`src/slice_pkg.sv`:
```
// shared constants for the programmable function unit and its slices
// assumes a single 100 MHz clock and an APB register port with 32-bit data
package slice_pkg;

   localparam int SLICES     = 4;
   localparam int TABLE_W    = 16;
   localparam int TADDR_W    = 4;
   localparam int APB_AW     = 8;
   localparam int APB_DW     = 32;

   // slice modes, gray ordered logic -> ripple -> rom -> ram
   typedef enum logic [1:0] {
      MODE_LOGIC  = 2'h0,
      MODE_RIPPLE = 2'h1,
      MODE_ROM    = 2'h3,
      MODE_RAM    = 2'h2
   } mode_t;

   typedef enum logic [3:0] {
      OP_ADD    = 4'h0,
      OP_SUB    = 4'h1,
      OP_ADDSUB = 4'h2,
      OP_UP     = 4'h3,
      OP_DOWN   = 4'h4,
      OP_MULT   = 4'h5,
      OP_GE     = 4'h6,
      OP_NE     = 4'h7,
      OP_LE     = 4'h8
   } op_t;

   // register map: one 16-byte window per slice, then the global register
   localparam logic [3:0] OFS_CTRL   = 4'h0;
   localparam logic [3:0] OFS_TABLE0 = 4'h4;
   localparam logic [3:0] OFS_TABLE1 = 4'h8;
   localparam logic [3:0] OFS_STATUS = 4'hc;
   localparam logic [7:0] ADDR_USER  = 8'h40;

   // control register fields
   localparam int CTRL_W        = 12;
   localparam int CTRL_MODE_LSB = 0;
   localparam int CTRL_LATCH    = 2;
   localparam int CTRL_NEG      = 3;
   localparam int CTRL_ASYNC    = 4;
   localparam int CTRL_INIT_LSB = 5;
   localparam int CTRL_OP_LSB   = 7;
   localparam int CTRL_DUAL     = 11;

   localparam logic [CTRL_W-1:0]  CTRL_RESET  = 12'h000;
   localparam logic [TABLE_W-1:0] TABLE_RESET = 16'h0000;

   // 2-bit add with carry in, carry out in bit 2
   function automatic logic [2:0] add2(input logic [1:0] x,
                                       input logic [1:0] y,
                                       input logic       c);
      add2 = {1'b0, x} + {1'b0, y} + {2'h0, c};
   endfunction

endpackage

```
`src/programmable_function_unit.sv`:
```
// four-slice programmable function unit with an APB configuration port
// assumes fabric inputs are synchronous to clk; slice_clk is a sampled
// fabric signal, not a real clock, so edges are seen at clk resolution
//
// The implementer's own choices: the APB interface to the registers and the placing of the registers.
`timescale 1ns/100ps
module programmable_function_unit #(
   parameter bit HAS_RAM = 1'b1
) (
   input  wire logic                      clk,
   input  wire logic                      rst,
   input  wire logic                      ce,
   input  wire logic                      psel,
   input  wire logic                      penable,
   input  wire logic                      pwrite,
   input  wire logic [7:0]                paddr,
   input  wire logic [31:0]               pwdata,
   output logic      [31:0]               prdata,
   output logic                           pready,
   output logic                           pslverr,
   input  wire logic [3:0][3:0]           table_a,
   input  wire logic [3:0][3:0]           table_b,
   input  wire logic [3:0]                sel5,
   input  wire logic [3:0][1:0]           data_in,
   input  wire logic [3:0]                ram_we,
   input  wire logic [3:0]                slice_clk,
   input  wire logic [3:0]                slice_ce,
   input  wire logic [3:0]                slice_lsr,
   input  wire logic [3:0]                sub_ctl,
   input  wire logic                      carry_in,
   input  wire logic [1:0]                sel6,
   input  wire logic                      sel7,
   output logic      [3:0][1:0]           q,
   output logic      [3:0][1:0]           f,
   output logic      [3:0]                f5,
   output logic      [3:0]                carry_gen,
   output logic      [3:0]                carry_prop,
   output logic                           carry_out,
   output logic      [1:0]                f6,
   output logic                           f7
);

   localparam int N = slice_pkg::SLICES;

   // configuration state
   logic [N-1:0][slice_pkg::CTRL_W-1:0] ctrl_r, ctrl_nxt;
   logic                                user_r, user_nxt;
   logic                                pready_r, pready_nxt;
   logic                                pslverr_r, pslverr_nxt;
   logic [31:0]                         prdata_r, prdata_nxt;

   // datapath state
   logic [N-1:0]                        sclk_prev_r, sclk_prev_nxt;
   logic [N-1:0][1:0]                   f_r, f_nxt;
   logic [N-1:0]                        f5_r, f5_nxt;
   logic [N-1:0]                        gen_r, gen_nxt;
   logic [N-1:0]                        prop_r, prop_nxt;
   logic                                cout_r, cout_nxt;
   logic [1:0]                          f6_r, f6_nxt;
   logic                                f7_r, f7_nxt;

   // per-slice wires
   logic [N-1:0][1:0]                   rd_data;
   logic [N-1:0][1:0]                   st_d;
   logic [N-1:0][1:0]                   st_q;
   logic [N-1:0][slice_pkg::TABLE_W-1:0] tab0, tab1;
   logic [N-1:0][1:0]                   cfg_we;
   logic [N-1:0]                        wr_en;
   logic [N-1:0][3:0]                   wr_addr;
   logic [N-1:0][1:0]                   wr_data;
   logic [N-1:0][3:0]                   rd_addr1;
   logic [N-1:0]                        act_level, act_edge;
   logic [N:0]                          chain;

   // bus decode
   logic                                acc, done, in_slice, err;
   logic [1:0]                          sidx;
   logic [3:0]                          ofs;
   logic [31:0]                         rdata;

   function automatic slice_pkg::mode_t mode_of(
         input logic [slice_pkg::CTRL_W-1:0] c);
      mode_of = slice_pkg::mode_t'(c[slice_pkg::CTRL_MODE_LSB +: 2]);
   endfunction

   // ---------------- APB slave and configuration ----------------
   always_comb begin
      acc      = psel && penable;
      done     = acc && pready_r;
      sidx     = paddr[5:4];
      ofs      = paddr[3:0];
      in_slice = (paddr[7:6] == 2'h0) && (paddr[1:0] == 2'h0);
      ctrl_nxt = ctrl_r;
      user_nxt = user_r;
      cfg_we   = '0;
      rdata    = '0;
      err      = 1'b0;
      if (paddr == slice_pkg::ADDR_USER) begin
         rdata = {31'h0, user_r};
      end else if (!in_slice) begin
         err = 1'b1;
      end else begin
         case (ofs)
            slice_pkg::OFS_CTRL: begin
               rdata = {20'h0, ctrl_r[sidx]};
               // the unit without ram refuses ram mode
               if (pwrite && !HAS_RAM
                   && pwdata[slice_pkg::CTRL_MODE_LSB +: 2]
                      == slice_pkg::MODE_RAM) begin
                  err = 1'b1;
               end
            end
            slice_pkg::OFS_TABLE0: begin
               rdata = {16'h0, tab0[sidx]};
               err   = pwrite && user_r;
            end
            slice_pkg::OFS_TABLE1: begin
               rdata = {16'h0, tab1[sidx]};
               err   = pwrite && user_r;
            end
            slice_pkg::OFS_STATUS: begin
               rdata = {24'h0, cout_r, prop_r[sidx], gen_r[sidx],
                        f5_r[sidx], f_r[sidx], st_q[sidx]};
               err   = pwrite;
            end
            default: begin
               err = 1'b1;
            end
         endcase
      end
      if (done && pwrite && !err) begin
         if (paddr == slice_pkg::ADDR_USER) begin
            user_nxt = pwdata[0];
         end else if (ofs == slice_pkg::OFS_CTRL) begin
            ctrl_nxt[sidx] = pwdata[slice_pkg::CTRL_W-1:0];
         end else if (ofs == slice_pkg::OFS_TABLE0) begin
            cfg_we[sidx][0] = 1'b1;
         end else if (ofs == slice_pkg::OFS_TABLE1) begin
            cfg_we[sidx][1] = 1'b1;
         end
      end
      // answer one cycle into the access phase
      pready_nxt  = acc && !pready_r;
      prdata_nxt  = (pready_nxt && !pwrite) ? rdata : 32'h0;
      pslverr_nxt = pready_nxt && err;
   end

   always_ff @(posedge clk) begin
      if (rst) begin
         ctrl_r    <= {N{slice_pkg::CTRL_RESET}};
         user_r    <= 1'b0;
         pready_r  <= 1'b0;
         pslverr_r <= 1'b0;
         prdata_r  <= 32'h0;
      end else if (ce) begin
         ctrl_r    <= ctrl_nxt;
         user_r    <= user_nxt;
         pready_r  <= pready_nxt;
         pslverr_r <= pslverr_nxt;
         prdata_r  <= prdata_nxt;
      end
   end

   // ---------------- slice datapath ----------------
   always_comb begin
      logic [1:0]  a, b, x, y, r;
      logic [2:0]  s;
      logic        cmp, cin;
      slice_pkg::mode_t mode;
      slice_pkg::op_t   op;
      a = '0;
      b = '0;
      x = '0;
      y = '0;
      r = '0;
      s = '0;
      cmp = 1'b0;
      cin = 1'b0;
      mode = slice_pkg::MODE_LOGIC;
      op = slice_pkg::OP_ADD;
      chain[0]      = carry_in;
      sclk_prev_nxt = slice_clk;
      for (int k = 0; k < N; k++) begin
         mode = mode_of(ctrl_r[k]);
         op   = slice_pkg::op_t'(ctrl_r[k][slice_pkg::CTRL_OP_LSB +: 4]);
         a    = table_a[k][1:0];
         b    = table_b[k][1:0];
         cin  = chain[k];
         act_level[k] = slice_clk[k] ^ ctrl_r[k][slice_pkg::CTRL_NEG];
         act_edge[k]  = act_level[k]
                        && !(sclk_prev_r[k]
                             ^ ctrl_r[k][slice_pkg::CTRL_NEG]);
         // operands for the shared 2-bit adder
         case (op)
            slice_pkg::OP_SUB: begin
               x = a;
               y = ~b;
            end
            slice_pkg::OP_ADDSUB: begin
               x = a;
               y = sub_ctl[k] ? ~b : b;
            end
            slice_pkg::OP_UP: begin
               x = st_q[k];
               y = 2'h0;
            end
            slice_pkg::OP_DOWN: begin
               x = st_q[k];
               y = {2{cin}};
            end
            slice_pkg::OP_MULT: begin
               x = st_q[k];
               y = a & {2{b[0]}};
            end
            default: begin
               x = a;
               y = b;
            end
         endcase
         s = slice_pkg::add2(x, y,
                             (op == slice_pkg::OP_DOWN) ? 1'b0 : cin);
         case (op)
            slice_pkg::OP_GE: cmp = (a >= b);
            slice_pkg::OP_NE: cmp = (a != b);
            slice_pkg::OP_LE: cmp = (a <= b);
            default:          cmp = 1'b0;
         endcase
         if (op == slice_pkg::OP_GE || op == slice_pkg::OP_NE
             || op == slice_pkg::OP_LE) begin
            r = {1'b0, cmp};
            chain[k+1] = cin;
         end else if (op == slice_pkg::OP_DOWN) begin
            // down counting chains a borrow, not a carry
            r = s[1:0];
            chain[k+1] = cin && (st_q[k] == 2'h0);
         end else begin
            r = s[1:0];
            chain[k+1] = s[2];
         end
         gen_nxt[k]  = slice_pkg::add2(x, y, 1'b0) > 3'h3;
         prop_nxt[k] = &(x ^ y);
         // memory write port and read addresses
         wr_en[k]    = (mode == slice_pkg::MODE_RAM) && ram_we[k]
                       && act_edge[k] && user_r;
         wr_addr[k]  = table_a[k];
         wr_data[k]  = data_in[k];
         rd_addr1[k] = (mode == slice_pkg::MODE_RAM) ? table_a[k]
                                                     : table_b[k];
         if (mode == slice_pkg::MODE_RIPPLE) begin
            f_nxt[k] = r;
            st_d[k]  = r;
         end else begin
            f_nxt[k] = rd_data[k];
            st_d[k]  = rd_data[k];
         end
         f5_nxt[k] = sel5[k] ? rd_data[k][1] : rd_data[k][0];
      end
      // a companion slice mirrors its partner's writes
      for (int k = 1; k < N; k += 2) begin
         if (ctrl_r[k][slice_pkg::CTRL_DUAL]) begin
            wr_en[k]   = wr_en[k-1];
            wr_addr[k] = wr_addr[k-1];
            wr_data[k] = wr_data[k-1];
         end
      end
      cout_nxt = chain[N];
      for (int j = 0; j < N/2; j++) begin
         f6_nxt[j] = sel6[j] ? f5_nxt[2*j+1] : f5_nxt[2*j];
      end
      f7_nxt = sel7 ? f6_nxt[1] : f6_nxt[0];
   end

   always_ff @(posedge clk) begin
      if (rst) begin
         sclk_prev_r <= '0;
         f_r         <= '0;
         f5_r        <= '0;
         gen_r       <= '0;
         prop_r      <= '0;
         cout_r      <= 1'b0;
         f6_r        <= '0;
         f7_r        <= 1'b0;
      end else if (ce) begin
         sclk_prev_r <= sclk_prev_nxt;
         f_r         <= f_nxt;
         f5_r        <= f5_nxt;
         gen_r       <= gen_nxt;
         prop_r      <= prop_nxt;
         cout_r      <= cout_nxt;
         f6_r        <= f6_nxt;
         f7_r        <= f7_nxt;
      end
   end

   // ---------------- slices 0 to 3 ----------------
   for (genvar k = 0; k < N; k++) begin : g_slice
      slice_table_memory i_slice_table_memory (
         .clk      (clk),
         .rst      (rst),
         .ce       (ce),
         .cfg_we   (cfg_we[k]),
         .cfg_data (pwdata[slice_pkg::TABLE_W-1:0]),
         .wr_en    (wr_en[k]),
         .wr_addr  (wr_addr[k]),
         .wr_data  (wr_data[k]),
         .rd_addr0 (table_a[k]),
         .rd_addr1 (rd_addr1[k]),
         .rd_data  (rd_data[k]),
         .table0   (tab0[k]),
         .table1   (tab1[k])
      );
      slice_storage #(.WIDTH(2)) i_slice_storage (
         .clk        (clk),
         .rst        (rst),
         .ce         (ce),
         .user_mode  (user_r),
         .latch_mode (ctrl_r[k][slice_pkg::CTRL_LATCH]),
         .async_sr   (ctrl_r[k][slice_pkg::CTRL_ASYNC]),
         .init_val   (ctrl_r[k][slice_pkg::CTRL_INIT_LSB +: 2]),
         .act_level  (act_level[k]),
         .act_edge   (act_edge[k]),
         .elem_ce    (slice_ce[k]),
         .lsr        (slice_lsr[k]),
         .d          (st_d[k]),
         .q          (st_q[k])
      );
   end

   assign prdata     = prdata_r;
   assign pready     = pready_r;
   assign pslverr    = pslverr_r;
   assign q          = st_q;
   assign f          = f_r;
   assign f5         = f5_r;
   assign carry_gen  = gen_r;
   assign carry_prop = prop_r;
   assign carry_out  = cout_r;
   assign f6         = f6_r;
   assign f7         = f7_r;

endmodule // programmable_function_unit

```
`src/slice_table_memory.sv`:
```
// two 16-entry truth tables of one slice, usable as a 16x2 memory
// assumes config writes arrive only outside user mode and writes are
// already qualified by the active slice clock edge
`timescale 1ns/100ps
module slice_table_memory (
   input  wire logic                          clk,
   input  wire logic                          rst,
   input  wire logic                          ce,
   input  wire logic [1:0]                    cfg_we,
   input  wire logic [slice_pkg::TABLE_W-1:0] cfg_data,
   input  wire logic                          wr_en,
   input  wire logic [slice_pkg::TADDR_W-1:0] wr_addr,
   input  wire logic [1:0]                    wr_data,
   input  wire logic [slice_pkg::TADDR_W-1:0] rd_addr0,
   input  wire logic [slice_pkg::TADDR_W-1:0] rd_addr1,
   output logic      [1:0]                    rd_data,
   output logic      [slice_pkg::TABLE_W-1:0] table0,
   output logic      [slice_pkg::TABLE_W-1:0] table1
);

   logic [slice_pkg::TABLE_W-1:0] table0_r, table0_nxt;
   logic [slice_pkg::TABLE_W-1:0] table1_r, table1_nxt;

   always_comb begin
      table0_nxt = table0_r;
      table1_nxt = table1_r;
      if (cfg_we[0]) begin
         table0_nxt = cfg_data;
      end
      if (cfg_we[1]) begin
         table1_nxt = cfg_data;
      end
      if (wr_en) begin
         table0_nxt[wr_addr] = wr_data[0];
         table1_nxt[wr_addr] = wr_data[1];
      end
   end

   always_ff @(posedge clk) begin
      if (rst) begin
         table0_r <= slice_pkg::TABLE_RESET;
         table1_r <= slice_pkg::TABLE_RESET;
      end else if (ce) begin
         table0_r <= table0_nxt;
         table1_r <= table1_nxt;
      end
   end

   // reads are combinational from the address, indexing the truth table
   assign rd_data = {table1_r[rd_addr1], table0_r[rd_addr0]};
   assign table0  = table0_r;
   assign table1  = table1_r;

endmodule // slice_table_memory

```
`src/slice_storage.sv`:
```
// the storage elements of one slice, each an edge flip-flop or a latch
// assumes the slice clock edge and level are decoded by the caller
`timescale 1ns/100ps
module slice_storage #(
   parameter int WIDTH = 2
) (
   input  wire logic             clk,
   input  wire logic             rst,
   input  wire logic             ce,
   input  wire logic             user_mode,
   input  wire logic             latch_mode,
   input  wire logic             async_sr,
   input  wire logic [WIDTH-1:0] init_val,
   input  wire logic             act_level,
   input  wire logic             act_edge,
   input  wire logic             elem_ce,
   input  wire logic             lsr,
   input  wire logic [WIDTH-1:0] d,
   output logic      [WIDTH-1:0] q
);

   logic [WIDTH-1:0] q_r, q_nxt;
   logic             capture;

   always_comb begin
      // a latch follows d for the whole active level
      capture = latch_mode ? act_level : act_edge;
      q_nxt   = q_r;
      if (!user_mode) begin
         q_nxt = init_val;
      end else if (lsr && (async_sr || capture)) begin
         q_nxt = init_val;
      end else if (capture && elem_ce) begin
         q_nxt = d;
      end
   end

   always_ff @(posedge clk) begin
      if (rst) begin
         q_r <= '0;
      end else if (ce) begin
         q_r <= q_nxt;
      end
   end

   assign q = q_r;

endmodule // slice_storage

```
`config.mk`:
```
export PLATFORM = sky130hd
export DESIGN_NAME = programmable_function_unit
export DESIGN_NICKNAME = d
export VERILOG_FILES = /design/src/slice_pkg.sv /design/src/programmable_function_unit.sv /design/src/slice_table_memory.sv /design/src/slice_storage.sv
export SDC_FILE = /design/constraint.sdc
export NUM_CORES = 1
export LEC_CHECK = 0
export BUFFER_PORTS_ARGS = -buffer_cell sky130_fd_sc_hd__buf_2
export CORE_MARGIN = 2
export CORE_UTILIZATION = 31
export CTS_CLUSTER_SIZE = 30
export DETAILED_ROUTE_END_ITERATION = 6
export PLACE_DENSITY = 0.47
export SETUP_SLACK_MARGIN = 0.1
export SYNTH_ARGS = -nofsm -noshare
export SYNTH_HDL_FRONTEND = slang
export SYNTH_SLANG_ARGS = --single-unit
```
`constraint.sdc`:
```
create_clock -name clk -period 9.4 [get_ports clk]
set_clock_uncertainty 0.2 [all_clocks]
set_input_delay 0.94 -clock clk [delete_from_list [all_inputs] [get_ports clk]]
set_output_delay 0.94 -clock clk [all_outputs]
set_load 0.05 [all_outputs]
```
==> results.json <==
{
  "cp_slowest_cell": "fa_1",
  "synth_flop_cell": "dfxtp_1",
  "ys_seq_area_share_pct": 27.8,
  "numCtsBuffers": 31,
  "rsz0062_at_grt": "false",
  "synth_edf_count": 0,
  "routabilityCongestion": 0.942,
  "async_reset_ff_share_pct": 0,
  "hpwl_um": 56100,
  "grt_pass1_vias": 15700,
  "cts_hold_buf": 0,
  "cts_tree": "built",
  "synth_compound_area_share_pct": 24.5,
  "avgSynthCellArea_um2": 8.28,
  "io_buffers": 147,
  "cts_resized": 0,
  "core_area_um2": 52900,
  "die_w_um": 236,
  "muxShareOfSynthArea_pct": 19.2,
  "dpl_worst_slack_ns": 0.0293,
  "max_slew_margin_pct": 18.4,
  "drv_cap": 0,
  "ant_nets": 0,
  "r2r_slack_ns": 0.68,
  "layout_commonest_cell": "dfxtp_1",
  "power.static_leakage_uw": 0.00729,
  "grt_pass1_wl_um": 111000,
  "drt-initial-drc-count": 2041,
  "io_pins": 180,
  "overflow": 0,
  "chipHeight_um": 236,
  "postCtsSetupBuffers": 0,
  "max_stage_delay_ns": 0.49,
  "cts_max_path_buffers": 3,
  "min_period_ns": 8.74,
  "synthSimpleGateAreaFrac_pct": 19.3,
  "path_clk_slew_ns": 0.06,
  "synth_top_area_share_pct": 27.8,
  "synth_area_um2": 16700,
  "r2r-start": "ctrl_r[8]",
  "power_density_nw_per_um2": 140,
  "syn2layout_area_growth_pct": 11.6,
  "cts_root_buf": "clkbuf_16",
  "cp-end-kind": "flop",
  "cp.required_ns": 9.69,
  "synth_cell_types": 87,
  "crit_arrival_ns": 9.03,
  "yosys-top-cells-area": "dfxtp_1 28%, mux4_2 10%, mux2i_1 6.3%",
  "yosysWarnings": 0,
  "timing.rr.end": "g_slice[3].i_slice_storage.q[0]",
  "setup_viol": 0,
  "tightest_slew_ns": 1.21,
  "cp_max_fo": 7,
  "rows": 84,
  "setup_tns_ns": 0,
  "synth_fa_ha_area_share_pct": 2.64,
  "clock_latency_ns": 0.59,
  "fin_ws_ns": 0.656,
  "yosys.area.top_type": "dfxtp_1",
  "fin_util_pct": 35.2,
  "drt-total-wl_um": 76700,
  "grt_max_degree": 82,
  "routedWlPerCell_um": 28.0,
  "clkSinkCount": 231,
  "finalHoldViolCount": 0,
  "ir_drop_v": 0.000137,
  "min_to": "prdata[7]",
  "cp-start-kind": "input pin",
  "drive_gt1_share_pct": 17.8,
  "drc": 0,
  "status": "finished, final reports clean",
  "worstHoldStart": "prdata[7]",
  "r2r_cells": 41,
  "ys_ff_latch": 231,
  "cts_max_level": 1,
  "grt_util_all_layers_pct": 26.7,
  "hold_depth": 2,
  "synthXorXnorAreaFrac_pct": 0.316,
  "drv_slew": 0,
  "vias": 17000,
  "initial_utilization_pct": 31.5,
  "grt_antenna_before_repair": 9,
  "max_freq_mhz": 114,
  "critPathKind": "in -> reg",
  "synth_top_family_by_area": "compound AO/OA/AOI/OAI gates",
  "nNetsFinal": 2179,
  "min_path_type": "reg -> reg",
  "crit_top_cell": "ha_1",
  "syn_inst": 2011,
  "fin_crit_sh_pct": 93.0,
  "dieArea_um2": 55600,
  "final_cell_mix": "228 x dfxtp_1, 204 x nand2_1, 192 x nor2_1, 144 x buf_2, 133 x a21oi_1",
  "first_pass_iters": 6,
  "via_per_inst": 6.21
}
-- worst max-delay path: cells and delay by family --
| kind | cells | cell delay [ns] |
|---|---|---|
| AO/OA/AOI/OAI | 9 | 1.78 |
| XOR/XNOR | 3 | 0.40 |
| adder cells (fa/ha/maj) | 11 | 3.19 |
| buffers and inverters | 7 | 0.57 |
| multiplexers | 3 | 0.52 |
| AND/OR/NAND/NOR | 9 | 1.62 |
-- cell families after synthesis --
| family | after synthesis |
|---|---|
| AND/OR/NAND/NOR | 667 |
| AO/OA/AOI/OAI | 608 |
| buffers and inverters | 246 |
| flip-flops | 231 |
| multiplexers | 219 |
| adder cells (fa/ha/maj) | 33 |
| XOR/XNOR | 6 |
| other | 1 |
-- worst max path at each step --
stage / start / end / slack (ns) / depth (start not counted)
finish: table_b[0] / g_slice[3].i_slice_storage.q[0] / 0.66 / 42
global route: table_b[0] / g_slice[3].i_slice_storage.q[0] / 0.15 / 42
CTS: ctrl_r[8] / g_slice[3].i_slice_storage.q[0] / 0.39 / 41
detailed placement: table_b[0] / g_slice[3].i_slice_storage.q[0] / 0.03 / 42
global placement: table_b[0] / g_slice[3].i_slice_storage.q[0] / 0.15 / 42
floorplan: table_a[1] / g_slice[3].i_slice_storage.q[1] / 0.98 / 39
-- cell usage after synthesis (5+ instances only) --
library cell and instances:
nor3_1 61, a22o_1 7, and2_1 29, ha_1 28, nor4bb_1 5, a311oi_1 15
o211ai_1 10, a31oi_1 28, buf_4 20, a211oi_1 121, nor3b_1 5, nand2b_1 40
a211o_1 7, o22a_1 5, or3_1 6, nor2_1 192, a2111oi_0 15, o221ai_1 8
nand4_1 7, a21oi_1 133, nand3_1 20, buf_2 23, and3_1 11, clkbuf_1 139
o21bai_1 7, a22oi_1 20, mux4_2 76, dfxtp_1 231, nand3b_1 9, mux2_2 38
mux2i_1 104, nand2_1 204, o31ai_1 10, and3b_1 5, inv_1 46, a21o_1 5
o21ai_0 50, or2_2 12, nor2b_1 34, o22ai_1 125, buf_1 14
-- layer usage --
metal | wire length (µm) | GRT usage [%] | vias to the layer above
li1 | - | - | 7575
met1 | 34300 | 39.1 | 8381
met2 | 32700 | 39.3 | 956
met3 | 7510 | 5.23 | 120
met4 | 2230 | 8.13 | 6
met5 | 38 | 0 | -
-- flip-flops by register name (all words and copies together), names as in the netlist, 2 cells and up --
signal                               flops
f                                        8
carry_gen                                4
g_slice.i_slice_table_memory.table0     64
f6                                       2
carry_prop                               4
sclk_prev_r                              4
ctrl_r                                  48
prdata                                  16
g_slice.i_slice_storage.q                8
f5                                       4
g_slice.i_slice_table_memory.table1     64
-- per-stage QoR --
stage          hold WS (ns)  cell area, µm²  total power [µW]  std cells
3_3_place_gp          0.267           17700              1480       2688
2_1_floorplan         0.255           16700              1330       2026
4_1_cts               0.282           18600              2600       2742
6_report              0.282           18600              2600       2745
3_5_place_dp          0.273           17700              1490       2688
5_1_grt               0.306           18600              2680       2742
-- report_power, final --
part / internal (µW) / total (µW) / leakage, µW / switching (µW)
clock network: 633 / 1120 / 0.000444 / 490
registers: 1000 / 1040 / 0.00188 / 41.7
logic: 143 / 431 / 0.00496 / 288
total: 1780 / 2600 / 0.00729 / 820
-- layout make-up --
| class | instances | area, µm² |
|---|---|---|
| multi-input cells | 1549 | 11000 |
| well taps | 688 | 861 |
| diodes | 3 | 7.51 |
| inverters | 48 | 180 |
| fillers | 5553 | 34300 |
| repair buffers | 172 | 941 |
| flip-flops and latches | 231 | 4630 |
| clock buffers | 46 | 872 |
| clock inverters | 8 | 47.5 |
Note: power is estimated with default switching activity, not from simulation.
